[src/irq_src_pkg.sv]
// Constants shared by the vectored interrupt source controller
package irq_src_pkg;
    localparam int unsigned NUM_SRC      = 29;
    localparam int unsigned NUM_PINS     = 8;
    localparam int unsigned NUM_KEYS     = 8;
    localparam int unsigned FLAG_W       = 32;
    localparam logic [31:0] REQ_RESET    = 32'h0000_0000;
    localparam logic [31:0] MASK_RESET   = 32'hffff_ffff;
    localparam logic [31:0] PRIO_RESET   = 32'hffff_ffff;
    localparam logic [7:0]  EDGE_RESET   = 8'h00;
    localparam logic [7:0]  KEY_RESET    = 8'h00;
    localparam logic [15:0] VEC_BASE     = 16'h0004;
    localparam logic [15:0] VEC_BREAK    = 16'h003e;
    localparam logic [15:0] VEC_RESET    = 16'h0000;
    localparam logic [4:0]  SRC_LOWVOLT  = 5'h00;
    localparam logic [4:0]  SRC_PIN0     = 5'h01;
    localparam logic [4:0]  SRC_PIN6     = 5'h16;
    localparam logic [4:0]  SRC_DUAL0    = 5'h0a;
    localparam logic [4:0]  SRC_TIMER51  = 5'h13;
    localparam logic [4:0]  SRC_KEY      = 5'h14;
    localparam logic [4:0]  SRC_DUAL1    = 5'h18;
    localparam int unsigned LOWVOLT_MODE_BIT = 1;
    // Bit positions of the shared flags inside the second and fourth bytes
    localparam int unsigned DUAL0_BIT_IN_BYTE = 2;
    localparam int unsigned DUAL1_BIT_IN_BYTE = 0;
    typedef enum logic [2:0] {
        ST_IDLE  = 3'b001,
        ST_ACK   = 3'b010,
        ST_BREAK = 3'b100
    } ack_state_e;
endpackage : irq_src_pkg

[src/pin_sync.sv]
// Two-stage synchroniser and edge selector for external request pins
`timescale 1ns/100ps
module pin_sync
    import irq_src_pkg::*;
#(
    parameter int unsigned W = 8
) (
    input  wire logic         clk,
    input  wire logic         rst_b,
    input  wire logic [W-1:0] pin_in,
    input  wire logic [W-1:0] rise_en,
    input  wire logic [W-1:0] fall_en,
    output logic      [W-1:0] rise_evt,
    output logic      [W-1:0] fall_evt,
    output logic      [W-1:0] level_q,
    output logic      [W-1:0] edge_evt
);
    logic [W-1:0] meta_q;
    logic [W-1:0] sync_q;

    // Only sync_q may look at meta_q
    always_ff @(posedge clk or negedge rst_b) begin
        if (!rst_b) begin
            meta_q  <= '0;
            sync_q  <= '0;
            level_q <= '0;
        end else begin
            meta_q  <= pin_in;
            sync_q  <= meta_q;
            level_q <= sync_q;
        end
    end

    // Edges from two settled stages; both may be enabled together
    genvar i;
    generate
        for (i = 0; i < W; i++) begin : g_edge
            assign rise_evt[i] = sync_q[i] & ~level_q[i];
            assign fall_evt[i] = ~sync_q[i] & level_q[i];
            assign edge_evt[i] = (rise_evt[i] & rise_en[i]) | (fall_evt[i] & fall_en[i]);
        end
    endgenerate
endmodule : pin_sync

[src/vectored_interrupt_source_control.sv]
// Source mapping, flags, arbitration and acknowledge of the vectored interrupt controller
`timescale 1ns/100ps
module vectored_interrupt_source_control
    import irq_src_pkg::*;
(
    input  wire logic                clk,
    input  wire logic                rst_b,
    // Internal source events, one-cycle pulses on clk
    input  wire logic [NUM_SRC-1:0]  src_evt,
    input  wire logic                sync_serial10_done_irq,
    input  wire logic                uart_a_tx_done_irq,
    input  wire logic                twowire_done_irq,
    input  wire logic                muldiv_done_irq,
    input  wire logic                timer8_b_match_irq,
    input  wire logic                carrier_timer_signal,
    // Mode controls of the dual-purpose sources
    input  wire logic                timer51_carrier_mode,
    input  wire logic                lowvolt_detect,
    input  wire logic                lowvolt_mode_select,
    // External pins, asynchronous
    input  wire logic [NUM_PINS-1:0] ext_pin,
    input  wire logic [NUM_KEYS-1:0] key_pin,
    input  wire logic [NUM_PINS-1:0] rise_edge_enable,
    input  wire logic [NUM_PINS-1:0] fall_edge_enable,
    input  wire logic [NUM_KEYS-1:0] key_return_mode_reg,
    // Flag register writes from software
    input  wire logic                flag_wr,
    input  wire logic [1:0]          flag_sel,
    input  wire logic [FLAG_W-1:0]   flag_wdata,
    input  wire logic [FLAG_W-1:0]   flag_wmask,
    // Program status word interface of the sequencer
    input  wire logic                global_enable,
    input  wire logic                in_service_prio_flag,
    input  wire logic                break_instruction,
    input  wire logic                ack_ready,
    // Offered vector and its handshake
    output logic                     irq_pending,
    output logic                     ack_valid,
    output logic [15:0]              vector_q,
    output logic                     ack_high_prio_q,
    output logic                     lowvolt_reset_q,
    // Flag registers as software reads them
    output logic [FLAG_W-1:0]        req_flags_q,
    output logic [FLAG_W-1:0]        mask_flags_q,
    output logic [FLAG_W-1:0]        prio_flags_q
);
    // Flag group codes on flag_sel
    localparam logic [1:0] SEL_REQ  = 2'h0;
    localparam logic [1:0] SEL_MASK = 2'h1;
    localparam logic [1:0] SEL_PRIO = 2'h2;

    // Acknowledge state
    ack_state_e          state_q;
    ack_state_e          state_d;
    logic                break_take;
    logic                mask_take;
    // Per-slot events and arbitration
    logic [NUM_SRC-1:0]  set_evt;
    logic [NUM_SRC-1:0]  eligible;
    logic [NUM_SRC-1:0]  eligible_hi;
    logic [NUM_SRC-1:0]  ack_clr;
    logic [FLAG_W-1:0]   req_flags_d;
    logic                req_wr;
    logic                mask_wr;
    logic                prio_wr;
    // Pin and key events
    logic [NUM_PINS-1:0] pin_evt;
    logic [NUM_KEYS-1:0] key_fall;
    logic                key_evt;
    logic                timer51_evt;
    logic                lowvolt_irq;
    // Winner of the current pick
    logic [4:0]          win_idx;
    logic                win_found;
    logic                win_hi;
    logic [4:0]          ack_idx_q;

    // Edge-selected pin events
    // Pin idle level is low, so reset leaves no false edge
    pin_sync #(.W(NUM_PINS)) u_pin_sync (
        .clk      (clk),
        .rst_b    (rst_b),
        .pin_in   (ext_pin),
        .rise_en  (rise_edge_enable),
        .fall_en  (fall_edge_enable),
        .rise_evt (),
        .fall_evt (),
        .level_q  (),
        .edge_evt (pin_evt)
    );

    // Key lines use falling edges only; enable mask does the qualifying
    // Rise events of key lines are left unused
    pin_sync #(.W(NUM_KEYS)) u_key_sync (
        .clk      (clk),
        .rst_b    (rst_b),
        .pin_in   (key_pin),
        .rise_en  ('0),
        .fall_en  (key_return_mode_reg),
        .rise_evt (),
        .fall_evt (key_fall),
        .level_q  (),
        .edge_evt ()
    );

    assign key_evt     = |(key_fall & key_return_mode_reg);
    assign timer51_evt = timer51_carrier_mode ? carrier_timer_signal
                                              : timer8_b_match_irq;
    assign lowvolt_irq = lowvolt_detect & ~lowvolt_mode_select;

    // Write strobes per flag group
    assign req_wr  = flag_wr & (flag_sel == SEL_REQ);
    assign mask_wr = flag_wr & (flag_sel == SEL_MASK);
    assign prio_wr = flag_wr & (flag_sel == SEL_PRIO);

    // Low-voltage detector as reset source in mode 1
    // Registered so a detector glitch never reaches the reset tree directly
    always_ff @(posedge clk or negedge rst_b) begin
        if (!rst_b) begin
            lowvolt_reset_q <= 1'b0;
        end else begin
            lowvolt_reset_q <= lowvolt_detect & lowvolt_mode_select;
        end
    end

    // Gather events per source slot; shared slots OR their two events
    // Slots with a port of their own ignore src_evt
    always_comb begin
        set_evt                 = src_evt;
        set_evt[SRC_LOWVOLT]    = lowvolt_irq;
        set_evt[SRC_DUAL0]      = sync_serial10_done_irq | uart_a_tx_done_irq;
        set_evt[SRC_TIMER51]    = timer51_evt;
        set_evt[SRC_KEY]        = key_evt;
        set_evt[SRC_DUAL1]      = twowire_done_irq | muldiv_done_irq;
        for (int p = 0; p < 6; p++) begin
            set_evt[SRC_PIN0 + p[4:0]] = pin_evt[p];
        end
        set_evt[SRC_PIN6]       = pin_evt[6];
        set_evt[SRC_PIN6 + 5'h01] = pin_evt[7];
    end

    // Next request flags: software write, then acknowledge clear, then hardware set
    // Set is applied last so an event in the clear cycle is never lost
    always_comb begin
        req_flags_d = req_flags_q;
        if (req_wr) begin
            req_flags_d = (req_flags_d & ~flag_wmask) | (flag_wdata & flag_wmask);
        end
        req_flags_d = req_flags_d & ~{{(FLAG_W-NUM_SRC){1'b0}}, ack_clr};
        req_flags_d = req_flags_d | {{(FLAG_W-NUM_SRC){1'b0}}, set_evt};
        req_flags_d[FLAG_W-1:NUM_SRC] = '0; // Unused top bits read as zero
    end

    // Request flag register
    always_ff @(posedge clk or negedge rst_b) begin
        if (!rst_b) begin
            req_flags_q <= REQ_RESET;
        end else begin
            req_flags_q <= req_flags_d;
        end
    end

    // Mask flags; one bit per slot so shared slots share a mask
    // Software alone writes masks; hardware never sets them
    always_ff @(posedge clk or negedge rst_b) begin
        if (!rst_b) begin
            mask_flags_q <= MASK_RESET;
        end else if (mask_wr) begin
            mask_flags_q <= (mask_flags_q & ~flag_wmask) | (flag_wdata & flag_wmask);
        end
    end

    // Priority flags, 1 means low priority; shared slots share one bit
    // Reset value marks every source low
    always_ff @(posedge clk or negedge rst_b) begin
        if (!rst_b) begin
            prio_flags_q <= PRIO_RESET;
        end else if (prio_wr) begin
            prio_flags_q <= (prio_flags_q & ~flag_wmask) | (flag_wdata & flag_wmask);
        end
    end

    // Eligibility; in-service flag low blocks low-priority sources
    // In-service flag high lets both levels through
    always_comb begin
        for (int s = 0; s < NUM_SRC; s++) begin
            eligible[s] = req_flags_q[s] & ~mask_flags_q[s] & global_enable
                          & (in_service_prio_flag | ~prio_flags_q[s]);
            eligible_hi[s] = eligible[s] & ~prio_flags_q[s];
        end
    end

    // Fixed-order pick, high-priority group first
    // Loops run downward so the lowest index is left; the high pass overrides
    always_comb begin
        win_idx   = 5'h00;
        win_found = 1'b0;
        win_hi    = 1'b0;
        for (int s = NUM_SRC - 1; s >= 0; s--) begin
            if (eligible[s]) begin
                win_idx   = s[4:0];
                win_found = 1'b1;
            end
        end
        for (int s = NUM_SRC - 1; s >= 0; s--) begin
            if (eligible_hi[s]) begin
                win_idx = s[4:0];
                win_hi  = 1'b1;
            end
        end
    end

    // Pending and offer flags for the sequencer
    assign irq_pending = win_found | break_instruction;
    assign ack_valid   = (state_q == ST_ACK) | (state_q == ST_BREAK);
    // Break is taken ahead of any maskable request, and only from idle
    assign break_take  = (state_q == ST_IDLE) & break_instruction;
    assign mask_take   = (state_q == ST_IDLE) & ~break_instruction & win_found;

    // Acknowledge sequencing
    always_comb begin
        state_d = state_q;
        unique case (state_q)
            // Break goes ahead of maskable requests
            ST_IDLE: begin
                if (break_instruction) begin
                    state_d = ST_BREAK;
                end else if (win_found) begin
                    state_d = ST_ACK;
                end
            end
            // Vector stands until the sequencer takes it
            ST_ACK: begin
                if (ack_ready) begin
                    state_d = ST_IDLE;
                end
            end
            // Break has no flag to clear on the take
            ST_BREAK: begin
                if (ack_ready) begin
                    state_d = ST_IDLE;
                end
            end
            default: begin
                state_d = ST_IDLE;
            end
        endcase
    end

    // Acknowledge state register
    always_ff @(posedge clk or negedge rst_b) begin
        if (!rst_b) begin
            state_q <= ST_IDLE;
        end else begin
            state_q <= state_d;
        end
    end

    // Latch winner so vector holds while the sequencer takes it
    // Index kept so the take clears the right flag
    always_ff @(posedge clk or negedge rst_b) begin
        if (!rst_b) begin
            ack_idx_q       <= 5'h00;
            vector_q        <= VEC_RESET;
            ack_high_prio_q <= 1'b0;
        end else if (break_take) begin
            vector_q        <= VEC_BREAK;
            ack_high_prio_q <= 1'b0;
        end else if (mask_take) begin
            ack_idx_q       <= win_idx;
            vector_q        <= VEC_BASE + {10'h000, win_idx, 1'b0};
            ack_high_prio_q <= win_hi;
        end
    end

    // Clear request flag at acknowledge handshake
    // Only maskable offers clear a flag; break leaves them alone
    always_comb begin
        ack_clr = '0;
        if (state_q == ST_ACK && ack_ready) begin
            ack_clr[ack_idx_q] = 1'b1;
        end
    end
endmodule : vectored_interrupt_source_control

[config.mk]
export PLATFORM = sky130hd
export DESIGN_NAME = vectored_interrupt_source_control
export DESIGN_NICKNAME = d
export VERILOG_FILES = /design/src/irq_src_pkg.sv /design/src/pin_sync.sv /design/src/vectored_interrupt_source_control.sv
export SDC_FILE = /design/constraint.sdc
export NUM_CORES = 1
export LEC_CHECK = 0
export BUFFER_PORTS_ARGS = -buffer_cell sky130_fd_sc_hd__buf_2
export CAP_MARGIN = 20
export CORE_UTILIZATION = 55
export DETAILED_ROUTE_END_ITERATION = 16
export GPL_ROUTABILITY_DRIVEN = 1
export GPL_TIMING_DRIVEN = 1
export MAX_ROUTING_LAYER = met4
export PLACE_DENSITY = 0.9
export SYNTH_ARGS = -nofsm -noshare
export SYNTH_HDL_FRONTEND = slang
export SYNTH_SLANG_ARGS = --single-unit
export TNS_END_PERCENT = 10
[constraint.sdc]
create_clock -name clk -period 6.85 [get_ports clk]
set_input_delay 0.685 -clock clk [delete_from_list [all_inputs] [get_ports clk]]
set_output_delay 0.685 -clock clk [all_outputs]
set_load 0.01 [all_outputs]
* After elaboration in Yosys (flattened, before gate mapping)
Cells that the tools add are included.
** Cells by class
- Add/subtract/negate cells :: 1
- Order comparisons :: 2
- Equality and inequality tests :: 7
- Muxes and demuxes :: 129
- Bitwise operators :: 302
- Reduce and logical (&&, ||, !) cells :: 8
** Operators with widths (number)
- two-way mux 5 bit :: 58
- bitwise AND 1 bit :: 164
- bitwise AND 32 bit :: 3
- inverter 1 bit :: 85
- OR 32 bit :: 2
- two-way mux 1 bit :: 62
- bitwise AND 29 bit :: 2
- two-way mux 29 bit :: 2
- OR 29 bit :: 2
- OR 1 bit :: 41
- two-way mux 16 bit :: 2
- inverter 32 bit :: 1
- inverter 29 bit :: 1
- two-way mux 3 bit :: 3
- bitwise AND 8 bit :: 1
- OR reduction 8 bit :: 1
- adder 3 x 6 -> 7 bit (first input constant) :: 1
- less-than comparator 5 x 6 -> 1 bit (second input constant) :: 1
- case mux 3 bit (2 select lines) :: 1
- demux 1 bit (select 5 bit) :: 1
- >= comparator 5 x 1 -> 1 bit (second input constant) :: 1
- AND reduction 2 bit :: 2
- equality test 3 x 1 -> 1 bit (second input constant) :: 1
- equality test 3 x 2 -> 1 bit (second input constant) :: 1
- other kinds (9) :: 10
** Storage, ports and cells
- Flip-flop bits (word level) :: 167
- Input port bits :: 151
- Output and inout port bits :: 116
- Logic and storage cells :: 463

* Logic depth before layout (Yosys ltp)
Gate-level depths: netlist of run 1.
- Depth after elaboration :: 65
- Gate-level depth with buffers :: 12
- Mapped depth without buffers :: 10

* Modules after synthesis
Synthesis of run 1 repeated with hierarchy kept, for this count alone.
** Unflattened totals
- Cell total of the unflattened synthesis :: 789
- Area, all modules :: 8448.1 um^2
** Modules (own cells, without submodules)
- vectored_interrupt_source_control :: instances 1, cells each 693, area an instance 6886.6 um^2, sequential area each 2808.9 um^2
- pin_sync :: instances 2, cells each 48, area an instance 780.7 um^2, sequential area each 600.6 um^2

* Least setup slack after synthesis of run 1
OpenSTA, ideal clock, no wires.
- Kind :: input to output
- Start point :: input port in_service_prio_flag
- End point :: output port irq_pending
- Data arrival time :: 2.549 ns
- Required time :: 6.165 ns
- Slack :: 3.616 ns
- Stages on the path :: 6
- Buffers on the path :: 1
- Cell sequence :: buf_6 -> and2b_2 -> o22ai_2 -> or4_4 -> or4b_4 -> or2_2
** On the way
- Cells in the longest elaborated chain, start to end :: 32
- Elaborated cells between the ends (all ways) :: 88
- Classes of those cells :: mux: 29; bitwise: 59
** RTL lines
- start, declared :: RTL line vectored_interrupt_source_control.sv:33 : input wire logic in_service_prio_flag,
- OR 1 bit :: RTL line vectored_interrupt_source_control.sv:188 : & (in_service_prio_flag | ~prio_flags_q[s]);
- bitwise AND 1 bit :: RTL line vectored_interrupt_source_control.sv:188
- two-way mux 1 bit (28 in a row) :: RTL line vectored_interrupt_source_control.sv:200 : if (eligible[s]) begin
- two-way mux 1 bit * :: RTL line vectored_interrupt_source_control.sv:200
- OR 1 bit * :: RTL line vectored_interrupt_source_control.sv:214 : assign irq_pending = win_found | break_instruction;
- end, declared :: RTL line vectored_interrupt_source_control.sv:37 : output logic irq_pending,
Every way passes the cells marked *; elsewhere a longest branch is shown, timed or not.

* Final worst setup path of run 1
- Start point :: input port global_enable
- End point :: output port irq_pending
** On the way
- Cells in the longest elaborated chain, start to end :: 32
- Elaborated cells between the ends (all ways) :: 88
- Classes of those cells :: mux: 29; bitwise: 59
** RTL lines
- start, declared :: RTL line vectored_interrupt_source_control.sv:32 : input wire logic global_enable,
- bitwise AND 1 bit :: RTL line vectored_interrupt_source_control.sv:187 : eligible[s] = req_flags_q[s] & ~mask_flags_q[s] & global_enable
- bitwise AND 1 bit :: RTL line vectored_interrupt_source_control.sv:188
- two-way mux 1 bit (28 in a row) :: RTL line vectored_interrupt_source_control.sv:200
- two-way mux 1 bit * :: RTL line vectored_interrupt_source_control.sv:200
- OR 1 bit * :: RTL line vectored_interrupt_source_control.sv:214
Marked as above.

==> results of run 1 <==
report_power, final:
part           internal, W  switching, W
sequential         0.00113      0.000143
clock             0.000491      0.000448
combinational     0.000376      0.000484
worst paths after layout:
kind	end	from	slack, ps	depth (start not counted)
setup / recovery	irq_pending	global_enable	2940	7
hold / removal	u_pin_sync.meta_q[0]	rst_b	300	1
setup reg to reg	vector_q[4]	flop	3940	10
hold reg to reg	u_pin_sync.sync_q[5]	u_pin_sync.meta_q[5]	350	0
max in group asynchronous	req_flags_q[15]	rst_b	5290	2
min in group clk	u_pin_sync.sync_q[5]	u_pin_sync.meta_q[5]	350	0
per-layer routing:
layer / up-vias / GRT usage / part of all wire
met5: - / - / 0
met4: 0 / 0.1378 / 0.032
met3: 68 / 0.06089 / 0.068
met2: 363 / 0.5087 / 0.48
met1: 3464 / 0.4035 / 0.42
li1: 3238 / - / -
synthesized netlist by cell type (3+ instances only):
| master | count | area, µm² |
|---|---|---|
| a21boi_0 | 6 | 45.04 |
| nor4bb_1 | 19 | 190.2 |
| nand2_1 | 129 | 484.2 |
| nand2b_1 | 12 | 75.07 |
| dfstp_2 | 65 | 1708 |
| or2_2 | 5 | 31.28 |
| mux2i_1 | 21 | 210.2 |
| mux2_2 | 66 | 743.2 |
| o22a_1 | 4 | 35.03 |
| o2bb2ai_1 | 8 | 70.07 |
| nand3b_1 | 29 | 217.7 |
| inv_1 | 3 | 11.26 |
| o31ai_1 | 5 | 37.54 |
| nand3_1 | 5 | 25.02 |
| and2_1 | 4 | 25.02 |
| a2bb2oi_1 | 4 | 35.03 |
| o22ai_1 | 18 | 112.6 |
| nor2b_1 | 17 | 106.4 |
| buf_2 | 4 | 20.02 |
| a21oi_1 | 14 | 70.07 |
| and2b_1 | 9 | 67.56 |
| and3b_1 | 8 | 70.07 |
| a21o_1 | 4 | 30.03 |
| nor3b_1 | 4 | 30.03 |
| clkbuf_1 | 12 | 45.04 |
| nor2_1 | 67 | 251.5 |
| nor4_1 | 7 | 43.79 |
| o21ai_0 | 19 | 95.09 |
| o211ai_1 | 13 | 97.59 |
| a31o_2 | 6 | 52.55 |
| dfrtp_1 | 92 | 2302 |
| buf_4 | 14 | 105.1 |
| o21bai_1 | 17 | 127.6 |
| and4bb_2 | 3 | 37.54 |
| nor3_1 | 8 | 40.04 |
per-stage QoR:
| stage | hold WS, ps | power (W) | instances | cell area [µm²] | util |
|---|---|---|---|---|---|
| 3_3_place_gp | 331.5 | 0.002105 | 1170 | 9400 | 0.6669 |
| 4_1_cts | 341.9 | 0.003066 | 1202 | 9993 | 0.7089 |
| 3_5_place_dp | 334.7 | 0.002128 | 1170 | 9400 | 0.6669 |
| 2_1_floorplan | 331.2 | 0.001783 | 779 | 8127 | - |
| 5_1_grt | 339.7 | 0.003202 | 1204 | 9998 | 0.7093 |
| 6_report | 295.8 | 0.003075 | 1204 | 9998 | 0.7093 |
layout make-up:
cell class              count  share of cell area
diodes                      2           0.0005006
clock buffers              17             0.04255
clock inverters            15             0.01677
inverters                   4            0.001502
multi-input cells         585              0.3913
flip-flops and latches    157              0.4011
well taps                 180             0.02253
repair buffers            244              0.1238
cells by family after synthesis:
family | Yosys count | synth area share
compound gates | 140 | 0.1253
xor+xnor | 2 | 0.002168
fa+ha+maj | 1 | 0.001548
buf+inv | 37 | 0.02616
flops | 157 | 0.4962
mux | 87 | 0.1180
other cells | 1 | 0.0004640
simple gates | 342 | 0.2302
==> metrics, run 1 <==
status=finished clean; Resized Gates After CTS=0; vias per cell=5.924; pre-CTS setup slack=2969 ps; Worst path slowest cell=or4b_4; Num CTS Buffers=17; drt first-iter violations=481; total track usage=0.3211; number of H-tree levels=4; post-route minimum period=3905 ps; highest clock rate=0.2561 GHz; synthesized area per cell=10.54 µm²; Final setup viols=0; CTS max path bufs=2; Pleak=4.478 nW; Seq/Total Area, Yosys=0.4962; die height=123.2 µm; pwr dens=307.6 nW/µm²; Post-synth EDFFs=0; initial antenna violation count=2; critical path fanouts, max=51; CTS root buf=clkbuf_16; Starting Density=0.5733; CP startpoint kind=primary input; Cells after Synth=767; #FFs+latches synth=157; Layout area overhead=23.72%; CTS tree=done; crit path cell chain=buf_2, nand3b_1, o22ai_1, or4_4, or4b_4, or2_2, buf_2; via count=7,133; worst path arrival time=3220 ps; Port-buffer cells=240; hpwl dp=17.12 mm; vias in the first global route=6,905; GRT overflow=0; top_reg_cell synth=dfrtp_1; worst vdd ir=0.1900 mV; hold_buf cts=0; Final ANT Viol Nets=0; first-pass GRT wire length=35.30 mm; sequential cell area=4010 µm²; row cnt=43; synth warn=0; Clock Sinks=157; Post-Syn Area=8082 µm²; DR WL/cell=19.24 µm; largest net degree at the start of global routing=100; total die area=15,180 µm²; TritonRoute pass-1 iters=7; part of the cycle the worst path needs=0.5701; RSZ-0062 raised after global routing=no; layout net count=1,161; Hold Vio Cnt, Final=0; Placeable Area=14,100 µm²; drt total wl=23.17 mm; delay-heaviest family, CP=simple AND/OR/NAND/NOR gates; max_slew headroom=0.3081; fillers=1,079; Worst Tran Pin Value=1024 ps; die width=123.2 µm; setup ws final=2945 ps; clk slew on worst S/H paths=70 ps; Yosys cell types=70; IO Count=267; WP data required=6160 ps; worst clock skew=7.166 ps; Final Max Slew Viols=0; maxcap violations=0; Setup CP Type=primary input to output pin; ys async rst share=1.000; # DRC=0; CP bufs+invs=2; Setup TNS=0 ps; clk_lat worst skew=430 ps; cell mode on critical path=buf_2; crit path capture type=output pin; RD Place Congestion=1.022; most frequent cells in the layout=239 x buf_2, 129 x nand2_1, 92 x dfrtp_1, 66 x nor2_1, 66 x mux2_2; Worst Hold Class=primary input to asynchronous set/reset pin; Multi-input gate area=3913 µm²; layout cell share with drive strength beyond 1=0.4227; Post-CTS Repair Setup Buffers=0; most common cell after layout, fill and taps aside=buf_2; Crit path largest cell delay=620 ps
Note: power is estimated with default switching activity, not from simulation.
==> run 2: changes to the inputs <==
--- a/config.mk
+++ b/config.mk
@@ -7,12 +7,12 @@
 export LEC_CHECK = 0
 export BUFFER_PORTS_ARGS = -buffer_cell sky130_fd_sc_hd__buf_2
 export CAP_MARGIN = 20
-export CORE_UTILIZATION = 55
+export CORE_UTILIZATION = 51
 export DETAILED_ROUTE_END_ITERATION = 16
 export GPL_ROUTABILITY_DRIVEN = 1
 export GPL_TIMING_DRIVEN = 1
 export MAX_ROUTING_LAYER = met4
-export PLACE_DENSITY = 0.9
+export PLACE_DENSITY = 0.84
 export SYNTH_ARGS = -nofsm -noshare
 export SYNTH_HDL_FRONTEND = slang
 export SYNTH_SLANG_ARGS = --single-unit
==> constraint.sdc (replaced) <==
create_clock -name clk -period 3.8 [get_ports clk]
set_input_delay 0.38 -clock clk [delete_from_list [all_inputs] [get_ports clk]]
set_output_delay 0.38 -clock clk [all_outputs]
set_load 0.01 [all_outputs]
==> run 2 against run 1 <==
Clock power increased by 83%. Critical endpoint unchanged. Final area increased by 0.69%. Clock skew increased by 2.6 ps. Cell count increased by 2.7%.
==> metrics, run 2 (synthesis results as in run 1) <==
Layout Cells excl Fill=1,236 (+2.7%); GRT overflow=0 (unchanged); placed insts=1,204 (+2.9%); Post-DP Area=9474 µm² (+0.79%); Layout area overhead=24.57%; layout net count=1,164 (+0.26%); part of the cycle the worst path needs=0.8880; Num CTS Buffers=17 (unchanged); CP startpoint kind=flop; largest net degree at the start of global routing=90 (-10%); drt first-iter violations=378 (-21%); worst path arrival time=2990 ps (-230 ps); Gate power share=0.279 (about the same); RSZ-0062 raised after global routing=no; Final Max Slew Viols=0 (unchanged); vias in the first global route=6,963 (+0.84%); vias per cell=5.701 (-3.8%); WP data required=3420 ps (-2740 ps); clk_lat worst skew=440 ps (about the same); cell area after layout=10,070 µm² (+0.69%); post-route minimum period=3374 ps; Internal=0.003692 W (+85%); die width=127.9 µm (+3.8%); TritonRoute pass-1 iters=5 (-2); Clock Sinks=157 (unchanged); hpwl dp=17.19 mm (+0.42%); Worst Hold Class=primary input to asynchronous set/reset pin; most frequent cells in the layout=239 x buf_2, 129 x nand2_1, 92 x dfrtp_1, 66 x nor2_1, 66 x mux2_2; CTS max path bufs=2 (unchanged); layout cell share with drive strength beyond 1=0.4244 (+0.001690); Post-CTS Repair Setup Buffers=0 (unchanged); maxcap violations=0 (unchanged); pwr dens=554.1 nW/µm² (+80%); critical path fanouts, max=5 (-90%); Net Sw Power=0.001886 W (+75%); clk slew on worst S/H paths=60 ps (about the same); Hold Vio Cnt, Final=0 (unchanged); crit path capture type=output pin; Placeable Area=15,310 µm² (+8.6%); Reg power frac=0.412 (-0.003); Resized Gates After CTS=0 (unchanged); Min Hold Slack=28.44 ps (-267.3 ps); Switching Share=0.3381 (-0.01136); first-pass GRT wire length=35.90 mm (+1.7%); Setup TNS=0 ps (unchanged); initial antenna violation count=0 (-2); Setup CP Type=flop to output pin; Starting Density=0.5277 (-0.04562); antenna cell count=0 (-2); CTS root buf=clkbuf_16; status=finished clean; max_slew headroom=0.2347 (-0.07331); total die area=16,350 µm² (+7.7%); row cnt=45 (+4.7%); Final Util=0.6574 (-0.05195); worst vdd ir=0.3063 mV (+61%); IO Count=267 (unchanged); RD Place Congestion=0.9629 (-5.8%); via count=7,046 (-1.2%); highest clock rate=0.2964 GHz; Final setup viols=0 (unchanged); worst clock skew=9.798 ps (+2.632 ps); Port-buffer cells=240 (unchanged); most common cell after layout, fill and taps aside=buf_2; # DRC=0 (unchanged); fillers=1,248 (+16%); CTS tree=done; hold_buf cts=0 (unchanged); Worst Tran Pin Value=1132 ps (+108.5 ps); DR WL/cell=18.48 µm (-4.0%); clock share of power=0.309 (+0.004); total track usage=0.2974 (-0.02369); Pleak=4.499 nW (+0.48%); die height=127.9 µm (+3.8%); Final ANT Viol Nets=0 (unchanged); number of H-tree levels=4 (unchanged); drt total wl=22.84 mm (-1.4%)
==> run 2: changes by cell type in the layout (fill, tap and decap cells not counted) <==
cell and change:
clkinvlp_4 +1, diode_2 -2, buf_12 +1, clkbuf_8 +2, clkinv_8 -4, buf_4 +2
bufinv_16 +1
==> run 2: power by group through the flow <==
stage          Combinational, W  Clock, W  Sequential [W]
6_report                0.00156   0.00172         0.00230
2_1_floorplan          0.000871         0         0.00234
5_1_grt                 0.00169   0.00181         0.00234
4_1_cts                 0.00155   0.00174         0.00229
3_5_place_dp            0.00154         0         0.00232
3_3_place_gp            0.00151         0         0.00231
==> run 2: metrics by stage <==
stage	worst slack (ps)	total power (W)
after floorplan	1101	0.003214
after global placement	559.6	0.003821
after detailed placement	485.6	0.003860
after CTS	432.5	0.005584
after global routing	321.4	0.005841
final	425.6	0.005578
==> run 2: layout make-up <==
| type | count | area [µm²] | share of cell area |
|---|---|---|---|
| Timing Repair Buffer | 247 | 1272 | 0.1264 |
| Tap cell | 211 | 264.0 | 0.02622 |
| Clock inverter | 13 | 140.1 | 0.01392 |
| Inverter | 4 | 15.01 | 0.001491 |
| Multi-Input combinational cell | 585 | 3913 | 0.3886 |
| Clock buffer | 19 | 452.9 | 0.04499 |
| Sequential cell | 157 | 4010 | 0.3983 |
==> run 2: worst paths after layout <==
| check | from | to | slack, ps | cells after the start |
|---|---|---|---|---|
| worst max register to register | flop | vector_q[4] | 740 | 10 |
| min in group clk | ext_pin[0] | u_pin_sync.meta_q[0] | 50 | 1 |
| worst min-delay path | rst_b | req_flags_q[10] | 30 | 1 |
| worst max-delay path | flop | irq_pending | 430 | 6 |
| worst min register to register | u_key_sync.meta_q[1] | u_key_sync.sync_q[1] | 350 | 0 |
| max in group asynchronous | rst_b | asynchronous set/reset pin | 2900 | 2 |
==> run 2: layer usage <==
layer | vias to the layer above | global-route usage | share of wire
li1 | 3258 | - | -
met1 | 3436 | 0.3781 | 0.43
met2 | 296 | 0.4626 | 0.48
met3 | 56 | 0.05885 | 0.057
met4 | 0 | 0.1329 | 0.033
met5 | - | - | 0
==> run 2: worst max-delay path: stages (launching register included) <==
cell and delay (ps):
dfstp_2 560, nor2b_1 230, o22ai_1 180, or4_4 540, or4b_4 620, or2_2 300, buf_2 140
